**config.mk**
```make
export PLATFORM = sky130hd
export DESIGN_NAME = switch_global_control
export DESIGN_NICKNAME = d
export VERILOG_FILES = /design/src/verilog/switch_global_pkg.sv /design/src/verilog/switch_global_control.sv
export VERILOG_INCLUDE_DIRS = /design/src /design/src/verilog
export SDC_FILE = /design/constraint.sdc
export NUM_CORES = 1
export LEC_CHECK = 0
export BUFFER_PORTS_ARGS = -buffer_cell sky130_fd_sc_hd__clkbuf_2
export CORE_UTILIZATION = 41
export DETAILED_ROUTE_END_ITERATION = 12
export MAX_ROUTING_LAYER = met4
export PLACE_DENSITY = 0.72
export SLEW_MARGIN = 20
export SYNTH_ARGS = -nofsm -noshare
export SYNTH_HDL_FRONTEND = slang
export SYNTH_SLANG_ARGS = --single-unit
export TNS_END_PERCENT = 20
```
**constraint.sdc**
```tcl
create_clock -name clock -period 6.5 [get_ports clock]
set_input_delay 0.325 -clock clock [delete_from_list [all_inputs] [get_ports clock]]
set_output_delay 0.325 -clock clock [all_outputs]
set_load 0.1 [all_outputs]
```
**src/verilog/switch_global_cfg.svh**
```systemverilog
// Purpose: offsets, field positions, reset values and timing counts for the global control block
// Assumes: 8-bit registers on the management serial port, 100 MHz core clock
// Notes:   every figure used by the design lives here
`ifndef SWITCH_GLOBAL_CFG_SVH
`define SWITCH_GLOBAL_CFG_SVH

// ----------------------------------------------------------------------------
// register offsets
// ----------------------------------------------------------------------------
`define ADDR_VLAN_IGMP_QUEUE_SNIFF 8'h05
`define ADDR_MII_PORT_STORM_RATE   8'h06
`define ADDR_STORM_RATE_LOW        8'h07

// ----------------------------------------------------------------------------
// field positions
// ----------------------------------------------------------------------------
`define BIT_VLAN_ENABLE      3'd7
`define BIT_IGMP_SNOOP       3'd6
`define BIT_WFQ_ENABLE       3'd3
`define BIT_SNIFF_AND        3'd0
`define BIT_MII_HALF_DUPLEX  3'd6
`define BIT_MII_FLOW_CTRL    3'd5
`define BIT_MII_10MBPS       3'd4
`define BIT_NULL_VID_REPLACE 3'd3

// writable bits; all others read back their reset value
`define MASK_CTRL3_RW        8'hc9
`define MASK_CTRL4_RW        8'h7f

// ----------------------------------------------------------------------------
// reset values
// ----------------------------------------------------------------------------
`define RESET_CTRL3          8'h00
`define RESET_STORM_HIGH     3'h0
`define RESET_STORM_LOW      8'h63

// ----------------------------------------------------------------------------
// storm period timing
// ----------------------------------------------------------------------------
`define CLOCK_MHZ            100
`define STORM_PERIOD_FAST_MS 67
`define STORM_PERIOD_SLOW_MS 500
`define STORM_FAST_CYCLES    (`STORM_PERIOD_FAST_MS * 1000 * `CLOCK_MHZ)
`define STORM_SLOW_CYCLES    (`STORM_PERIOD_SLOW_MS * 1000 * `CLOCK_MHZ)

// ----------------------------------------------------------------------------
// weighted fair queue weights for q3..q0
// ----------------------------------------------------------------------------
`define WFQ_WEIGHT_Q3        4'd8
`define WFQ_WEIGHT_Q2        4'd4
`define WFQ_WEIGHT_Q1        4'd2
`define WFQ_WEIGHT_Q0        4'd1

`endif

```
**src/verilog/switch_global_pkg.sv**
```systemverilog
// Purpose: types shared by the global control block
// Assumes: constants come from switch_global_cfg.svh
// Notes:   state of the block is one packed struct
package switch_global_pkg;

  typedef struct packed {
    logic [7:0]  ctrl3;
    logic [7:0]  ctrl4;
    logic [7:0]  storm_low;
    logic [1:0]  queue;
    logic [3:0]  credit;
    logic [31:0] period_count;
    logic        period_tick;
    logic        started;
  } state_t;

endpackage : switch_global_pkg

```
**src/verilog/switch_global_control.sv**
```systemverilog
// Purpose: global control registers 3 and 4 and the behaviour they select
// Assumes: register port is the device's management serial port, already decoded into bytes
// Notes:   strap pins are sampled on the first clock after reset release
//          reg_rdata is combinational; unmapped offsets read zero
`timescale 1ns/1ps
`default_nettype none
`include "switch_global_cfg.svh"

module switch_global_control #(
  parameter int unsigned STORM_FAST_CYCLES = `STORM_FAST_CYCLES,
  parameter int unsigned STORM_SLOW_CYCLES = `STORM_SLOW_CYCLES
) (
  // clock and reset
  input  wire logic        clock,
  input  wire logic        rst_n,
  // strap pins
  input  wire logic        duplex_strap_pin,
  input  wire logic        flow_ctrl_strap_pin,
  input  wire logic        mii_speed_strap_pin,
  // management register port
  input  wire logic [7:0]  reg_addr,
  input  wire logic        reg_write,
  input  wire logic [7:0]  reg_wdata,
  output logic      [7:0]  reg_rdata,
  // forwarding decisions
  input  wire logic        frame_is_igmp,
  input  wire logic        frame_vid_null,
  input  wire logic [11:0] frame_vid,
  input  wire logic [11:0] port_vid,
  output logic             vlan_mode,
  output logic             igmp_to_mii,
  output logic      [11:0] egress_vid,
  // sniffer
  input  wire logic        sniff_src_match,
  input  wire logic        sniff_dst_match,
  output logic             sniff_mirror,
  // egress scheduling
  input  wire logic [2:0]  port_prio_bit7,
  input  wire logic [3:0]  queue_busy,
  input  wire logic        queue_sent,
  output logic             wfq_mode,
  output logic      [2:0]  port_strict_prio,
  output logic      [1:0]  queue_grant,
  output logic             queue_grant_valid,
  // port 3 mii configuration
  output logic             mii_half_duplex,
  output logic             mii_flow_ctrl,
  output logic             mii_10mbps,
  // storm protection
  output logic      [10:0] storm_limit,
  output logic             storm_period_tick
);

  switch_global_pkg::state_t state;
  switch_global_pkg::state_t next_state;

  // helpers of the weighted round and the storm window, all combinational
  logic [31:0] period_len;
  logic [3:0]  weight_sel;
  logic [1:0]  top_busy;
  logic [1:0]  next_queue;
  logic [1:0]  pick;
  logic        found;

  // ----------------------------------------------------------------------------
  // weight of the current queue, with the empty queues' spare unit
  // ----------------------------------------------------------------------------
  always_comb begin
    // highest queue holding packets, q0 when all are empty
    top_busy = 2'd0;
    for (int i = 0; i < 4; i++) begin
      if (queue_busy[i]) begin
        top_busy = 2'(i);
      end
    end
    unique case (state.queue)
      2'd3: weight_sel = `WFQ_WEIGHT_Q3;
      2'd2: weight_sel = `WFQ_WEIGHT_Q2;
      2'd1: weight_sel = `WFQ_WEIGHT_Q1;
      2'd0: weight_sel = `WFQ_WEIGHT_Q0;
    endcase
    // spare unit only while some queue is empty, and only for the top busy one
    if (queue_busy != 4'hf && state.queue == top_busy) begin
      weight_sel = weight_sel + 4'd1;
    end
    // next busy queue going downward, wrapping to the top
    found = 1'b0;
    pick  = state.queue;
    for (int k = 1; k <= 4; k++) begin
      next_queue = 2'(state.queue - 2'(k));
      if (!found && queue_busy[next_queue]) begin
        found = 1'b1;
        pick  = next_queue;
      end
    end
  end

  // ----------------------------------------------------------------------------
  // next state
  // ----------------------------------------------------------------------------
  always_comb begin
    next_state             = state;
    next_state.period_tick = 1'b0;
    if (!state.started) begin
      // straps caught once after release, never under the reset itself
      next_state.started               = 1'b1;
      next_state.ctrl4[`BIT_MII_HALF_DUPLEX] = duplex_strap_pin;
      next_state.ctrl4[`BIT_MII_FLOW_CTRL]   = flow_ctrl_strap_pin;
      next_state.ctrl4[`BIT_MII_10MBPS]      = mii_speed_strap_pin;
    end else if (reg_write) begin
      // reserved bits are rebuilt from their defaults, never from write data
      unique case (reg_addr)
        `ADDR_VLAN_IGMP_QUEUE_SNIFF: next_state.ctrl3 =
            (reg_wdata & `MASK_CTRL3_RW) | (`RESET_CTRL3 & ~`MASK_CTRL3_RW);
        `ADDR_MII_PORT_STORM_RATE:   next_state.ctrl4 = reg_wdata & `MASK_CTRL4_RW;
        `ADDR_STORM_RATE_LOW:        next_state.storm_low = reg_wdata;
        default: ;
      endcase
    end
    // storm measurement window follows the mii speed
    // a speed change mid window stretches or cuts only that one window
    period_len = state.ctrl4[`BIT_MII_10MBPS] ? STORM_SLOW_CYCLES : STORM_FAST_CYCLES;
    if (state.period_count >= period_len - 32'd1) begin
      next_state.period_count = 32'd0;
      next_state.period_tick  = 1'b1;
    end else begin
      next_state.period_count = state.period_count + 32'd1;
    end
    // weighted round: stay on a queue until its credit is spent
    // credit counts packets, not bytes: long frames cost what short ones do
    // a queue that empties gives up its turn; unused credit is not kept
    if (!state.ctrl3[`BIT_WFQ_ENABLE] || queue_busy == 4'h0) begin
      // parked on the top busy queue so enabling wfq starts the round there
      next_state.credit = 4'd0;
      next_state.queue  = top_busy;
    end else if (!queue_busy[state.queue]) begin
      next_state.queue  = pick;
      next_state.credit = 4'd0;
    end else if (queue_sent) begin
      if (state.credit + 4'd1 >= weight_sel) begin
        next_state.credit = 4'd0;
        next_state.queue  = pick;
      end else begin
        next_state.credit = state.credit + 4'd1;
      end
    end
  end

  // ----------------------------------------------------------------------------
  // state register
  // ----------------------------------------------------------------------------
  // sync reset restores register defaults; straps wait for the started cycle
  // so a strap still settling under reset is never latched
  always_ff @(posedge clock) begin
    if (!rst_n) begin
      state           <= '0;
      state.ctrl3     <= `RESET_CTRL3;
      state.storm_low <= `RESET_STORM_LOW;
    end else begin
      state <= next_state;
    end
  end

  // ----------------------------------------------------------------------------
  // register read
  // ----------------------------------------------------------------------------
  always_comb begin
    unique case (reg_addr)
      `ADDR_VLAN_IGMP_QUEUE_SNIFF: reg_rdata = state.ctrl3;
      `ADDR_MII_PORT_STORM_RATE:   reg_rdata = state.ctrl4;
      `ADDR_STORM_RATE_LOW:        reg_rdata = state.storm_low;
      // the host sees a write on the cycle after its write edge
      default:                     reg_rdata = 8'h00;
    endcase
  end

  // ----------------------------------------------------------------------------
  // forwarding and scheduling decisions
  // ----------------------------------------------------------------------------
  assign vlan_mode         = state.ctrl3[`BIT_VLAN_ENABLE];
  assign igmp_to_mii       = state.ctrl3[`BIT_IGMP_SNOOP] & frame_is_igmp;
  assign egress_vid        = (state.ctrl4[`BIT_NULL_VID_REPLACE] && frame_vid_null) ? port_vid : frame_vid;
  assign sniff_mirror      = state.ctrl3[`BIT_SNIFF_AND] ? (sniff_src_match & sniff_dst_match)
                                                         : (sniff_src_match | sniff_dst_match);
  assign wfq_mode          = state.ctrl3[`BIT_WFQ_ENABLE];
  // ports lose strict priority while wfq owns the egress scheduler
  assign port_strict_prio  = state.ctrl3[`BIT_WFQ_ENABLE] ? 3'h0 : port_prio_bit7;
  assign queue_grant       = state.queue;
  assign queue_grant_valid = state.ctrl3[`BIT_WFQ_ENABLE] & queue_busy[state.queue];

  // ----------------------------------------------------------------------------
  // port 3 mii and storm protection
  // ----------------------------------------------------------------------------
  assign mii_half_duplex   = state.ctrl4[`BIT_MII_HALF_DUPLEX];
  assign mii_flow_ctrl     = state.ctrl4[`BIT_MII_FLOW_CTRL];
  assign mii_10mbps        = state.ctrl4[`BIT_MII_10MBPS];
  // the low storm byte sits at the next offset but still feeds this limit
  assign storm_limit       = {state.ctrl4[2:0], state.storm_low};
  assign storm_period_tick = state.period_tick;

endmodule : switch_global_control

`default_nettype wire

```
# Word level (Yosys, flattened, before mapping)
# Cells that the tools add are included.
dict set report op_classes {
  order_cmp 6
  n_reduce_logical 19
  n_mux 36
  add_sub_neg 7
  eq_ne 12
  bitwise 6
}
# op count
set op_table {}
lappend op_table {{32-bit by 1-bit adder with 32-bit output, second input constant} 1}
lappend op_table {{32-bit >= comparator} 1}
lappend op_table {{26-bit by 1-bit subtractor with 27-bit output, second input constant} 1}
lappend op_table {{26-bit 2-to-1 mux} 1}
lappend op_table {{8-bit by 3-bit equality test with 1-bit output, second input constant} 3}
lappend op_table {{8-bit one-hot mux with 3 select lines} 1}
lappend op_table {{6-bit 2-to-1 mux} 3}
lappend op_table {{4-bit one-hot mux with 4 select lines} 1}
lappend op_table {{15-bit 2-to-1 mux} 1}
lappend op_table {{2-bit 2-to-1 mux} 7}
lappend op_table {{2-bit by 3-bit < comparator with 1-bit output, second input constant} 4}
lappend op_table {{12-bit 2-to-1 mux} 1}
lappend op_table {{1-bit 2-to-1 mux} 11}
lappend op_table {{3-bit AND reduction} 3}
lappend op_table {{4-bit by 1-bit adder with 4-bit output, second input constant} 2}
lappend op_table {{1-bit binary-select mux with 2-bit select} 4}
lappend op_table {{4-bit 2-to-1 mux} 2}
lappend op_table {{8-bit 2-to-1 mux} 1}
lappend op_table {{7-bit 2-to-1 mux} 1}
lappend op_table {{3-bit 2-to-1 mux} 2}
lappend op_table {{1-bit logical AND} 5}
lappend op_table {{2-bit equality test, second input constant} 2}
lappend op_table {{4-bit >= comparator} 1}
lappend op_table {{1-bit logical NOT} 4}
lappend op_table {{18 further kinds} 23}
dict set report word_totals {
  output_inout_bits 45
  ff_bits 59
  elab_cells 95
}

# Longest topological paths before layout
dict set report depth {
  word_depth 17
  ltp_mapped 12
  mapped_depth_nobuf 11
}

# Least setup slack after synthesis
# OpenSTA, ideal clock, no wires.
dict set report synth_path {
  kind {register -> output}
  start {register state, in the netlist vlan_mode}
  end {output reg_rdata[7]}
  stages_incl_launch_ff 3
  required_ns 6.175
  setup_slack_ns 3.014
  arrival_time_ns 3.161
  cell_sequence {dfxtp_1 mux2i_1 nor3_1}
}
dict set report synth_via {
  elab_chain_cells 1
}
# element line_no
set synth_rtl {}
lappend synth_rtl {{from (decl)} switch_global_control.sv:54} ;# switch_global_pkg::state_t state;
lappend synth_rtl {{from (signal assigned)} switch_global_control.sv:160} ;# state <= next_state;
lappend synth_rtl {{8-bit one-hot mux with 3 select lines} switch_global_control.sv:168} ;# unique case (reg_addr)
lappend synth_rtl {{to (decl)} switch_global_control.sv:24} ;# output logic [7:0] reg_rdata,
# No other way between the ends.

# Worst setup path in the final report
dict set report layout_path {
  start {register state, in the netlist queue_grant[0]}
  end {register state, in the netlist queue_grant[0]}
}
dict set report layout_via {
  elab_chain_cells 17
  word_cells_on_any_way 41
  cone_classes {add/sub: 4; order compare: 1; eq/ne: 6; mux: 21; reduce/logical: 9}
}
# element line_no
set layout_rtl {}
lappend layout_rtl {{2-bit by 1-bit subtractor with 2-bit output} switch_global_control.sv:90} ;# next_queue = 2'(state.queue - 2'(k));
lappend layout_rtl {{1-bit binary-select mux with 2-bit select} switch_global_control.sv:91} ;# if (!found && queue_busy[next_queue]) begin
lappend layout_rtl {{1-bit 2-to-1 mux (not written as such)} switch_global_control.sv:91}
lappend layout_rtl {{1-bit 2-to-1 mux} switch_global_control.sv:91}
lappend layout_rtl {{1-bit logical NOT} switch_global_control.sv:91}
lappend layout_rtl {{1-bit logical AND} switch_global_control.sv:91}
lappend layout_rtl {{1-bit 2-to-1 mux} switch_global_control.sv:91}
lappend layout_rtl {{1-bit logical NOT} switch_global_control.sv:91}
lappend layout_rtl {{1-bit logical AND} switch_global_control.sv:91}
lappend layout_rtl {{1-bit 2-to-1 mux} switch_global_control.sv:91}
lappend layout_rtl {{1-bit logical NOT} switch_global_control.sv:91}
lappend layout_rtl {{1-bit logical AND} switch_global_control.sv:91}
lappend layout_rtl {{2-bit 2-to-1 mux} switch_global_control.sv:91}
lappend layout_rtl {{2-bit 2-to-1 mux} switch_global_control.sv:140} ;# if (state.credit + 4'd1 >= weight_sel) begin
lappend layout_rtl {{6-bit 2-to-1 mux} switch_global_control.sv:139} ;# end else if (queue_sent) begin
lappend layout_rtl {{6-bit 2-to-1 mux} switch_global_control.sv:136} ;# end else if (!queue_busy[state.queue]) begin
lappend layout_rtl {{6-bit 2-to-1 mux} switch_global_control.sv:132} ;# if (!state.ctrl3[`BIT_WFQ_ENABLE] || queue_busy == 4'h0) begin
# Several ways; a longest one is shown, not always the timed one. The select of a mux whose other input is x is not followed.
# A chain may end at the register's enable or synchronous reset.

==> summary.txt <==
Run status
  • Status: completed

Synth
  • Synth warnings: 0
  • Synth Area in Simple Gates: 18.43%
  • Post-synthesis sequential area ratio: 31.29%
  • Largest family of logic cells by synthesized area: simple AND/OR/NAND/NOR gates
  • Mux contribution to synthesized area: 13.26%
  • Post-synthesis cell area: 3775 sq um
  • Number of synthesized flops with an enable pin: 0
  • Syn_area_per_cell: 9.185 sq um
  • Compound-Gate Fraction of Synth Area: 13.32%
  • Gate Count Post-Synth: 411
  • Async S/R FF share, synth: 0%
  • Ys flop type: dfxtp_1
  • Adder-Cell Fraction of Synth Area: 7.292%
  • Synth Register Bits: 59
  • Post-Synth XOR/XNOR Area: 7.425%
  • Distinct cells, synth: 58

STA
  • Rel. slew slack: 54.47%
  • Final Hold Vio Count: 0
  • Final Max Slew Viols: 0
  • Setup ws final: 3.558 ns
  • Setup-failing EPs final: 0
  • Slew @ Worst Pin: 0.6806 ns
  • Setup Skew: 0.007200 ns
  • Max Fclk: 339.9 MHz
  • Setup TNS: 0 ns
  • RSZ-0062 raised after global routing: no
  • Tmin final: 2.942 ns
  • Tcrit/Tclk final: 45.26%

Pwr
  • Worst vdd ir: 133.0 uV
  • Power density over the cells: 185.5 nW/um^2
  • Pleak: 0.001833 uW

Setup path
  • R2R Path End: queue_grant[0]
  • Worst R2R Setup Slack: 3.56 ns
  • Crit path largest cell delay: 0.62 ns
  • CP max-delay cell: dfxtp_1
  • Crit-path leading delay family: compound AO/OA/AOI/OAI gates
  • Worst setup SP type: flip-flop
  • Worst setup endpoint: queue_grant[0]
  • Most frequent CP cell: a21oi_1
  • Worst Reg-to-Reg Cells: 11
  • Number of buffers and inverters on the critical path: 1
  • WP data required: 6.79 ns
  • Critical Path AT: 3.23 ns
  • Crit. Startpoint: queue_grant[0]
  • FF-to-FF Start: queue_grant[0]
  • CP cell instances: inv_1 -> a31oi_1 -> a21oi_1 -> o21ai_0 -> xnor2_1 -> ha_1 -> nand2b_1 -> a2111o_1 -> a31oi_2 -> a221oi_1 -> a21oi_1
  • CP Depth: 11
  • Setup Crit Path Kind: flip-flop to flip-flop
  • CP Capture Type: flip-flop
  • Crit-path max FO: 13

Floorplan
  • Full die area: 9595 sq um
  • Core area: 8806 sq um
  • Die H: 97.96 um
  • Floorplan row count: 34
  • Initial core utilization: 42.87%
  • DIE WIDTH: 97.96 um
  • # IOs: 103

Place
  • Routability cong.: 0.8637
  • Dpl hpwl: 6.586 mm
  • Setup WS pre-CTS: 3.574 ns
  • # port buffers: 102
  • Cells after DPL: 591

Clocking
  • Total clock sinks: 59
  • Post-CTS Resized: 0
  • H-tree depth: 3
  • TritonCTS clock tree: built
  • CTS Root Cell: clkbuf_8
  • Setup Buffers After CTS: 0
  • Reg clk slew, reported paths: 0.07 ns
  • Clk Latency, worst-skew pair: 0.36 ns
  • Number of buffers created by CTS: 9
  • Hold bufs inserted after CTS: 0
  • Clk buf depth: 2

Final layout
  • Commonest non-fill, non-tap cells in the layout: 102 x clkbuf_2, 59 x dfxtp_1, 40 x nor2_1
  • Final net count: 575
  • Most common cell after layout, fill and taps aside: clkbuf_2
  • P&R area growth vs syn: 15.91%
  • Ant. Diodes: 0
  • Multi-input gate area: 2273 sq um
  • Final std cells w/o fill: 607
  • Ratio of cells with drive above 1 in the final layout: 31.26%
  • Reg area: 1181 sq um
  • FILL cells: 844

Drt
  • Via density per instance: 5.231
  • Wirelength, routed: 8.761 mm
  • Average wire per standard cell: 14.43 um
  • Vias: 3175
  • DRT iter0 DRCs: 198
  • DR pass1 iterations: 4
  • Remaining DRCs: 0
  • Antenna-violating nets left: 0

Min path
  • Hold Path Class: input pin to flip-flop
  • Hold Path Stages: 3

Flow run
  • Max-Cap Viols: 0

Global routing
  • GRT overflow: 0
  • Tot GR Track Use: 19.74%
  • Vias in the first global route: 3127
  • Antenna violations before repair: 0
  • Largest net degree at the start of global routing: 40
  • Global-route wire length before repair: 14.89 mm
[how the worst min path moves through the flow]
stage                       startpoint             end
after CTS                 reg_wdata[5]  storm_limit[5]
after global placement        state[2]        state[2]
final                     reg_wdata[5]  storm_limit[5]
after detailed placement      state[2]        state[2]
after global routing      reg_wdata[1]  storm_limit[1]
after floorplan                  rst_n        state[0]
[state kept, by name (all words and copies together) (netlist names)]
name               cells
mii_10mbps             1
mii_flow_ctrl          1
mii_half_duplex        1
queue_grant            2
state                 40
storm_limit           11
storm_period_tick      1
vlan_mode              1
wfq_mode               1
[synth_stat cells (2+ instances only)]
master | number | area share, %
nor4_1 | 2 | 0.33
a211oi_1 | 28 | 5.6
nand2_1 | 24 | 2.4
nor3_1 | 9 | 1.2
nand3_1 | 13 | 1.7
a31oi_1 | 3 | 0.50
or4_1 | 3 | 0.60
xor2_1 | 8 | 1.9
o21ai_0 | 10 | 1.3
ha_1 | 22 | 7.3
nor2b_1 | 5 | 0.83
nand4_1 | 4 | 0.66
and3_1 | 3 | 0.50
clkbuf_8 | 3 | 1.1
buf_2 | 2 | 0.27
nand4b_1 | 3 | 0.70
dfxtp_1 | 59 | 31
or3_1 | 2 | 0.33
nor3_2 | 6 | 1.6
a21oi_1 | 12 | 1.6
nand3b_1 | 2 | 0.40
nor4_2 | 3 | 0.99
clkbuf_1 | 13 | 1.3
buf_4 | 14 | 2.8
nor2_1 | 40 | 4.0
inv_1 | 19 | 1.9
mux2_2 | 17 | 5.1
mux2i_1 | 26 | 6.9
xnor2_1 | 24 | 5.6
a22oi_1 | 4 | 0.80
[final cells by class]
class,count,area share [%]
Clock inverter,4,0.6005
Tap cell,108,3.088
Clock buffer,11,3.460
Sequential cell,59,26.99
Timing Repair Buffer,105,12.27
Multi-Input combinational cell,301,51.96
Inverter,19,1.630
[cells by family (layout without fill, tap and decap cells)]
kind of cell | Yosys count | in the layout
DFF | 59 | 59
buffers and inverters | 55 | 139
AOI/OAI and AO/OA | 70 | 70
muxes | 45 | 45
and+or+nand+nor | 127 | 127
other | 1 | 5
xor gates and xnor gates | 32 | 32
adders and majority gates | 22 | 22
[power breakdown]
group          internal, uW  total [uW]  switching (uW)
clock                   156         301             146
sequential              366         373            6.47
combinational          40.2         137            97.3
[layer usage]
metal	routed length, um	share of wire [%]	up-vias	track usage, %
met5	0	0	-	-
met4	150	1.7	0	8.275
met2	4241	48	44	30.99
li1	-	-	1620	-
met1	4118	47	1500	25.15
met3	251	2.9	11	3.150
[worst reg2reg max path, cell delays in order (launching register included)]
cell and delay [ns]:
dfxtp_1 0.62, inv_1 0.22, a31oi_1 0.19, a21oi_1 0.07
o21ai_0 0.23, xnor2_1 0.15, ha_1 0.24, nand2b_1 0.14
a2111o_1 0.43, a31oi_2 0.29, a221oi_1 0.14, a21oi_1 0.16
[metrics by stage]
step | area (sq um) | hold slack [ns] | util (%) | power [uW]
after floorplan | 3790 | 0.3527 | - | 487.2
after global placement | 4187 | 0.4415 | 47.54 | 515.1
after detailed placement | 4187 | 0.4527 | 47.54 | 518.3
after CTS | 4364 | 0.1990 | 49.56 | 816.5
after global routing | 4375 | 0.2226 | 49.69 | 841.4
final | 4375 | 0.1968 | 49.69 | 811.7
Power figures use the tool's default switching activity.
